==> src/rtl/cfg_access_regs.svh <==
// Constants for the token-framed configuration access protocol.
// Included by both protocol ends and the bench; definitions only.
`ifndef CFG_ACCESS_REGS_SVH
`define CFG_ACCESS_REGS_SVH
`define TOK_WRITE 8'hc0
`define TOK_READ 8'hc1
`define TOK_END 8'h01
`define TOK_ACK 8'h03
`define TOK_NACK 8'h04
`define NO_REPLY_LOW 8'hff
`define PS_RID_SHIFT 8
`define PS_RID_TAG 8'h0c
`define TILE_DEST_SUFFIX 16'hc20c
`define NODE_DEST_SUFFIX 16'hc30c
`define BANK_PS 2'h0
`define BANK_TILE 2'h1
`define BANK_NODE 2'h2
`endif

==> src/rtl/cfg_access_pkg.sv <==
// Types shared by the configuration access ends.
// Assumes it is compiled before the protocol ends that use it.
package cfg_access_pkg;
  typedef logic [1:0] bank_t;
  typedef logic [7:0] byte_t;
endpackage

==> src/rtl/cfg_link_if.sv <==
// Token link between a requesting channel end and the configuration block.
// Each byte carries a control flag; a byte moves when valid and ready are high.
`timescale 1ns/10ps
interface cfg_link_if;
  logic req_valid;
  logic req_ready;
  logic req_ctrl;
  logic [7:0] req_data;
  logic [1:0] req_bank;
  logic rsp_valid;
  logic rsp_ready;
  logic rsp_ctrl;
  logic [7:0] rsp_data;
  modport device (input req_valid, output req_ready, input req_ctrl, input req_data,
    input req_bank, output rsp_valid, input rsp_ready, output rsp_ctrl,
    output rsp_data);
  modport requester (output req_valid, input req_ready, output req_ctrl,
    output req_data, output req_bank, input rsp_valid, output rsp_ready,
    input rsp_ctrl, input rsp_data);
endinterface

==> src/rtl/cfg_device.sv <==
// Device end: parses token messages and accesses three register banks.
// Assumes the requester frames each message and takes answer bytes when ready.
`timescale 1ns/10ps
`include "cfg_access_regs.svh"
module cfg_device #(
  parameter int REGS = 16
)
(
  input wire logic clk,
  input wire logic srst,
  cfg_link_if.device link,
  output logic [31:0] status_word,
  output logic [7:0] writes_done,
  output logic [7:0] errors_seen
);
  localparam int AW = $clog2(REGS);
  typedef enum logic [2:0] {HEAD, BODY, TAIL, DROP, REPLY} state_e;
  state_e state;
  state_e next_state;
  logic wr;
  logic [3:0] cnt;
  logic [23:0] rid;
  logic [15:0] rnum;
  logic [31:0] data;
  cfg_access_pkg::bank_t bk;
  logic [2:0] ridx;
  logic [2:0] rlast;
  logic [31:0] rword;
  logic reply_ok;
  logic [31:0] mem [3][REGS];
  wire [31:0] bank_word [4];
  cfg_access_pkg::byte_t lead_tok;
  cfg_access_pkg::byte_t data_byte;

  // Request side decode
  wire take = link.req_valid && link.req_ready;
  wire is_end = link.req_ctrl && link.req_data == `TOK_END;
  wire is_write_tok = link.req_data == `TOK_WRITE;
  wire is_read_tok = link.req_data == `TOK_READ;
  wire is_lead = link.req_ctrl && (is_write_tok || is_read_tok);
  wire in_head = (state == HEAD);
  wire in_body = (state == BODY);
  wire in_tail = (state == TAIL);
  wire in_drop = (state == DROP);
  wire in_reply = (state == REPLY);
  wire [3:0] body_len = wr ? 4'd9 : 4'd5;
  wire body_last = (cnt == body_len - 4'd1);
  wire body_byte = in_body && take && !link.req_ctrl;
  wire [71:0] fields = {rid, rnum, data};
  // Writes shift the whole body; reads leave the data word clear
  wire [71:0] next_fields = wr ? {fields[63:0], link.req_data} :
    {fields[63:32], link.req_data, 32'h0000_0000};

  // Unmapped register numbers and a fourth bank fail the access
  wire in_range = (rnum < 16'(REGS)) && (bk != 2'd3);
  wire [AW-1:0] ra = rnum[AW-1:0];
  // Any unsilenced close but an in-range one after a full body answers with failure
  wire close_any = take && is_end && (in_body || in_tail || in_drop);
  wire close_good = in_tail && take && is_end && in_range;
  wire commit = close_good && wr;
  // The reply id is whole only after the body, so only a full write is silenced
  wire quiet = wr && rid[7:0] == `NO_REPLY_LOW;
  wire [31:0] rd_word = bank_word[bk];

  // Reply side: status token, data MSB first on a good read, closing token
  wire rsp_take = in_reply && link.rsp_ready;
  wire rsp_last = rsp_take && (ridx == rlast);
  wire [2:0] data_sel = ridx - 3'd1;
  assign lead_tok = reply_ok ? `TOK_ACK : `TOK_NACK;
  assign data_byte = (data_sel == 3'd0) ? rword[31:24] :
    (data_sel == 3'd1) ? rword[23:16] :
    (data_sel == 3'd2) ? rword[15:8] : rword[7:0];
  assign link.req_ready = !in_reply;
  assign link.rsp_valid = in_reply;
  assign link.rsp_ctrl = (ridx == 3'd0) || (ridx == rlast);
  assign link.rsp_data = (ridx == 3'd0) ? lead_tok :
    (ridx == rlast) ? `TOK_END : data_byte;
  assign status_word = mem[`BANK_PS][0];

  always_comb
  begin
    next_state = state;
    case (state)
      HEAD:
        if (take)
          next_state = is_lead ? BODY : DROP;
      BODY:
        if (take && link.req_ctrl)
          next_state = is_end ? REPLY : DROP;
        else if (body_byte && body_last)
          next_state = TAIL;
      TAIL:
        if (take && !is_end)
          next_state = DROP;
        else if (take && quiet)
          next_state = HEAD; // Silenced write: no answer tokens leave
        else if (take)
          next_state = REPLY;
      DROP:
        if (take && is_end)
          next_state = REPLY;
      REPLY:
        if (rsp_last)
          next_state = HEAD;
      default:
        next_state = HEAD;
    endcase
  end

  always_ff @(posedge clk)
  begin
    if (srst)
      state <= HEAD;
    else
      state <= next_state;
  end

  always_ff @(posedge clk)
  begin
    if (srst)
    begin
      wr <= 1'b0;
      cnt <= 4'd0;
      bk <= 2'd0;
    end
    else if (in_head && take)
    begin
      // Bank is chosen by the destination the requester set
      bk <= link.req_bank;
      wr <= is_write_tok;
      cnt <= 4'd0;
    end
    else if (body_byte)
      cnt <= cnt + 4'd1;
  end

  always_ff @(posedge clk)
  begin
    if (srst)
    begin
      rid <= 24'd0;
      rnum <= 16'd0;
      data <= 32'h0000_0000;
    end
    else if (body_byte)
      {rid, rnum, data} <= next_fields;
  end

  always_ff @(posedge clk)
  begin
    if (srst)
    begin
      ridx <= 3'd0;
      rlast <= 3'd1;
      rword <= 32'h0000_0000;
      reply_ok <= 1'b0;
    end
    else if (close_any)
    begin
      ridx <= 3'd0;
      rlast <= (close_good && !wr) ? 3'd5 : 3'd1;
      rword <= rd_word;
      reply_ok <= close_good;
    end
    else if (rsp_take && !rsp_last)
      ridx <= ridx + 3'd1;
  end

  // Counters see every close, silenced writes included
  always_ff @(posedge clk)
  begin
    if (srst)
    begin
      writes_done <= 8'h00;
      errors_seen <= 8'h00;
    end
    else if (close_any)
    begin
      if (commit)
        writes_done <= writes_done + 8'h01;
      if (!close_good)
        errors_seen <= errors_seen + 8'h01;
    end
  end

  // Register banks: one full word per write, each bank its own store
  genvar b;
  generate
    for (b = 0; b < 3; b++)
    begin : g_bank
      assign bank_word[b] = mem[b][ra];
      always_ff @(posedge clk)
      begin
        if (srst)
          mem[b] <= '{default: 32'h0000_0000};
        else if (commit && bk == 2'(b))
          mem[b][ra] <= data;
      end
    end
  endgenerate
  // No fourth bank; its reads are refused before the word is used
  assign bank_word[3] = 32'h0000_0000;
endmodule

==> src/flat_wrapper.sv <==
// flat-port wrapper written by rule: the top's interface ports become plain ports
module cfg_device_flat 
#(
  parameter int REGS = 16
)
  (clk, srst, status_word, writes_done, errors_seen, link_req_valid, link_req_ready, link_req_ctrl, link_req_data, link_req_bank, link_rsp_valid, link_rsp_ready, link_rsp_ctrl, link_rsp_data);
  cfg_link_if link_i ();
  input wire logic clk;
  input wire logic srst;
  output logic [31:0] status_word;
  output logic [7:0] writes_done;
  output logic [7:0] errors_seen;
  input wire logic [$bits(link_i.req_valid)-1:0] link_req_valid;
  output wire logic [$bits(link_i.req_ready)-1:0] link_req_ready;
  input wire logic [$bits(link_i.req_ctrl)-1:0] link_req_ctrl;
  input wire logic [$bits(link_i.req_data)-1:0] link_req_data;
  input wire logic [$bits(link_i.req_bank)-1:0] link_req_bank;
  output wire logic [$bits(link_i.rsp_valid)-1:0] link_rsp_valid;
  input wire logic [$bits(link_i.rsp_ready)-1:0] link_rsp_ready;
  output wire logic [$bits(link_i.rsp_ctrl)-1:0] link_rsp_ctrl;
  output wire logic [$bits(link_i.rsp_data)-1:0] link_rsp_data;
  assign link_i.req_valid = link_req_valid;
  assign link_req_ready = link_i.req_ready;
  assign link_i.req_ctrl = link_req_ctrl;
  assign link_i.req_data = link_req_data;
  assign link_i.req_bank = link_req_bank;
  assign link_rsp_valid = link_i.rsp_valid;
  assign link_i.rsp_ready = link_rsp_ready;
  assign link_rsp_ctrl = link_i.rsp_ctrl;
  assign link_rsp_data = link_i.rsp_data;
  cfg_device #(.REGS(REGS)) u_core (.clk(clk), .srst(srst), .link(link_i), .status_word(status_word), .writes_done(writes_done), .errors_seen(errors_seen));
endmodule
==> config.mk <==
export PLATFORM = sky130hd
export DESIGN_NAME = cfg_device_flat
export DESIGN_NICKNAME = d
export VERILOG_FILES = /design/src/rtl/cfg_access_pkg.sv /design/src/rtl/cfg_link_if.sv /design/src/rtl/cfg_device.sv /design/src/flat_wrapper.sv
export VERILOG_INCLUDE_DIRS = /design/src /design/src/rtl
export SDC_FILE = /design/constraint.sdc
export NUM_CORES = 2
export LEC_CHECK = 0
export BUFFER_PORTS_ARGS = -buffer_cell sky130_fd_sc_hd__buf_2
export CAP_MARGIN = 30
export CORE_UTILIZATION = 40
export DETAILED_ROUTE_END_ITERATION = 12
export GPL_ROUTABILITY_DRIVEN = 0
export GPL_TIMING_DRIVEN = 0
export PLACE_DENSITY = 0.67
export REMOVE_ABC_BUFFERS = 1
export SYNTH_ARGS = -nofsm -noshare
export SYNTH_HDL_FRONTEND = slang
export SYNTH_SLANG_ARGS = --single-unit
export TNS_END_PERCENT = 50
==> constraint.sdc <==
create_clock -name clk -period 2.87 [get_ports clk]
set_input_delay 0.1435 -clock clk [delete_from_list [all_inputs] [get_ports clk]]
set_output_delay 0.1435 -clock clk [all_outputs]
set_load 0.03 [all_outputs]
==> impl_metrics.toml <==
[grt]
grt_overflow = 0
grtUsageTotal_pct = 24.0
grt_pass1_vias = 44800
antenna_found_initial = 23
grt_max_degree = 88
grt_pass1_wl_um = 330000

[clock_network]
numCtsBuffers = 172
cts_tree = "yes"
clk_pin_slew_worst_paths_ns = 0.06
cts_max_level = 4
max-clock-path-buffers = 3
root_buffer = "clkbuf_16"
insertion_delay_ns = 0.81
cts_sinks = 1655

[critical_path]
crit_top_cell = "buf_6"
arrival_ns = 2.82
cp.required_ns = 2.73
r2r_cells = 7
worstSetupPathType = "flip-flop to primary output"
endpoint_kind = "primary output"
crit_path_start_kind = "flip-flop"
rr_startpoint = "u_core.rnum[0]"
r2r_end = "u_core.mem[2][92]"
cpMaxStageDelayCell = "dfxtp_4"
cp_top_family = "buffers and inverters"
r2r_slack_ns = -0.06
path_cells = "inv_4, ha_4, xnor2_2, buf_6, buf_12, nand2_8, nand2_4, a311oi_2, a21oi_2, nor2_4, buf_6"
cp_max_fo = 8
critPathMaxStageDelay_ns = 0.37
path_buf_inv = 4

[floorplan]
die_y_um = 438
die-width_um = 438
die_area_um2 = 192000
initial_core_util_pct = 40.4
num_io_pins = 74
coreArea_um2 = 188000
rows = 159

[synth]
avgSynthCellArea_um2 = 14.5
yosysSeqAreaShare_pct = 63.8
synthCells = 5231
post_synth_main_area_contributors = "edfxtp_1, and2_1, mux4_2"
synth_area_leader_cell = "edfxtp_1"
synth.top_cell.area_share_pct = 60.7
yosysUniqueCellTypes = 67
ys.flop_type = "edfxtp_1"
async_flop_share_pct = 0
synth_edf_count = 1536
yosys_warnings = 0
ys_ff_latch = 1655
netlist_area_um2 = 76000

[finish]
areaGrowthSynthToFinish_pct = 17.8
layout-drive-gt1-share_pct = 23.6
post-route-util_pct = 47.5
seqCellArea_um2 = 48600
finalNetCount = 5343
multi_input_area_um2 = 26600
nFillCells = 15600

[power_and_ir_drop]
p_leak_uw = 0.0302
peakVddDrop_uv = 476
powerDensity_nw_per_um2 = 595

[hold_path]
hold-path-endpoint = "u_core.state[2]"
min-delay-start = "link_rsp_ready"
hold_path_depth = 5
hold_path.class = "primary input to flip-flop"

[timing]
relSlewSlack_pct = 25.6
finalClockSkew_ns = 0.0342
period_share_pct = 103
setup_viol = 83
finalHoldViolCount = 0
rsz0062_at_grt = "true"
layout_setup_ws_ns = -0.0902
drv_slew = 0
fmax_ghz = 0.338
timing.final.crit_period_ns = 2.96
hold_slack_ns = 0.271
tightest_slew_ns = 1.11

[run_status]
outcome = "complete, but fails checks"
violations = "DRC, setup timing"

[place]
port_buffers = 73
dp_hpwl_um = 124000

[detailed_routing]
ant_nets = 0
firstDrtPassIters = 10
drc = 12
routed_wl_um = 236000
drt-initial-drc-count = 6578
route.vias.total = 46700
post_drt_wl_per_cell_um = 29.7
viasPerCell = 5.87

[job]
maxCapViolations = 0
[worst reg2reg max path, cell delays in order, from the launching register on]
cell     delay, ns
dfxtp_4       0.47
buf_16        0.34
nor2b_4       0.57
nand2_4       0.29
nor2_4        0.28
buf_12        0.23
or2_4         0.21
buf_12        0.20
[final cells by class]
type	count	area share, %
Clock buffer	253	5.47
Timing Repair Buffer	401	6.29
Sequential cell	1655	54.3
Tap cell	2495	3.49
Inverter	42	0.182
Multi-Input combinational cell	3045	29.8
Clock inverter	64	0.480
Antenna cell	3	0.00839
[synthesized netlist by cell type (all sizes together) (9+ instances only)]
cell	instances
or2	51
o221ai	12
a31oi	16
a211oi	19
or3	14
a311oi	27
nor2b	9
o22ai	13
dfxtp	119
a21oi	81
nand2	128
o21ai	31
xnor2	12
clkbuf	399
nand3	75
and2	1542
edfxtp	1536
mux2i	283
a22oi	99
nor3	13
buf	141
nor2	153
ha	11
mux4	310
nor4	13
inv	42
[registers in the layout, indices dropped and copies added, names as in the netlist, 2 cells and up]
register	flops
u_core.rword	32
u_core.mem	1536
u_core.cnt	4
u_core.writes_done	8
u_core.rnum	16
u_core.rid	8
u_core.data	32
u_core.ridx	3
u_core.state	3
u_core.bk	2
u_core.errors_seen	8
[stage by stage]
stage	TNS, ns	instances	power [µW]	worst slack [ns]	instance area (µm²)
after CTS	-6.87	7890	53200	-0.166	88400
after global routing	-4.66	7955	54500	-0.152	89500
after global placement	-	7259	32400	-31.69	77000
after floorplan	-	4691	30700	-18.59	73500
after detailed placement	-2937.64	7380	31600	-1.77	79800
final	-2.34	7958	53300	-0.0902	89500
[cell families after synthesis]
group,share of synthesized area [%]
buf+inv,3.46
flops,63.8
mux,12.9
simple gates,16.4
xor+xnor,0.207
fa+ha+maj,0.181
compound gates,2.96
[worst max path at each step]
stage / from / to / slack [ns] / cells past startpoint
after floorplan: u_core.rnum[1] / u_core.mem[0][256] / -18.59 / 3
after global placement: u_core.rnum[1] / u_core.mem[0][260] / -31.69 / 3
after detailed placement: u_core.rnum[8] / u_core.mem[2][21] / -1.77 / 7
after CTS: u_core.ridx[0] / link_rsp_data[0] / -0.17 / 7
after global routing: u_core.ridx[1] / link_rsp_data[5] / -0.15 / 11
final: u_core.ridx[1] / link_rsp_data[4] / -0.09 / 11
[layer usage]
metal / vias up / global-route usage [%] / wire (µm)
met3: 554 / 5.81 / 26700
met2: 2950 / 37.7 / 111000
met1: 23900 / 31.2 / 86900
met5: - / 0 / 40
li1: 19300 / - / -
met4: 6 / 11.4 / 11600
[timing repair]
action	CTS	global route
setup buffers	98	53
hold endpoints to repair	68	0
cloned	73	9
hold buffers	22	0
setup endpoints to repair	3111	1312
pin swaps	72	36
gates resized for setup	255	74
[power breakdown]
group | internal, µW | total [µW] | switching (µW) | leakage [µW]
clock network | 12200 | 21500 | 9320 | 0.00260
registers | 27300 | 27600 | 313 | 0.0159
logic | 1630 | 4130 | 2500 | 0.0117
[cells in the final DEF (no fill, tap or decap), types with 12 or more instances in the layout]
| master | count |
|---|---|
| edfxtp_1 | 1536 |
| and2_1 | 1526 |
| mux4_2 | 310 |
| mux2i_1 | 258 |
| clkbuf_16 | 189 |
| buf_4 | 124 |
| buf_12 | 105 |
| nand2_1 | 101 |
| a22oi_1 | 98 |
| nor2_1 | 93 |
| dfxtp_1 | 75 |
| nor2_4 | 73 |
| a21oi_1 | 69 |
| buf_2 | 65 |
| nand3_1 | 61 |
| clkbuf_1 | 61 |
| or2_4 | 50 |
| inv_1 | 39 |
| buf_16 | 39 |
| clkinv_1 | 36 |
| dfxtp_2 | 35 |
| o21ai_0 | 25 |
| dlygate4sd3_1 | 22 |
| buf_6 | 18 |
| nor2_2 | 17 |
| clkinv_2 | 17 |
| bufbuf_16 | 17 |
| a211oi_1 | 16 |
| a311oi_2 | 15 |
| nand2_4 | 15 |
| and2_2 | 15 |
| or3_1 | 14 |
| mux2i_4 | 13 |
| mux2i_2 | 12 |
No activity file was read; power rests on OpenSTA's default activity.
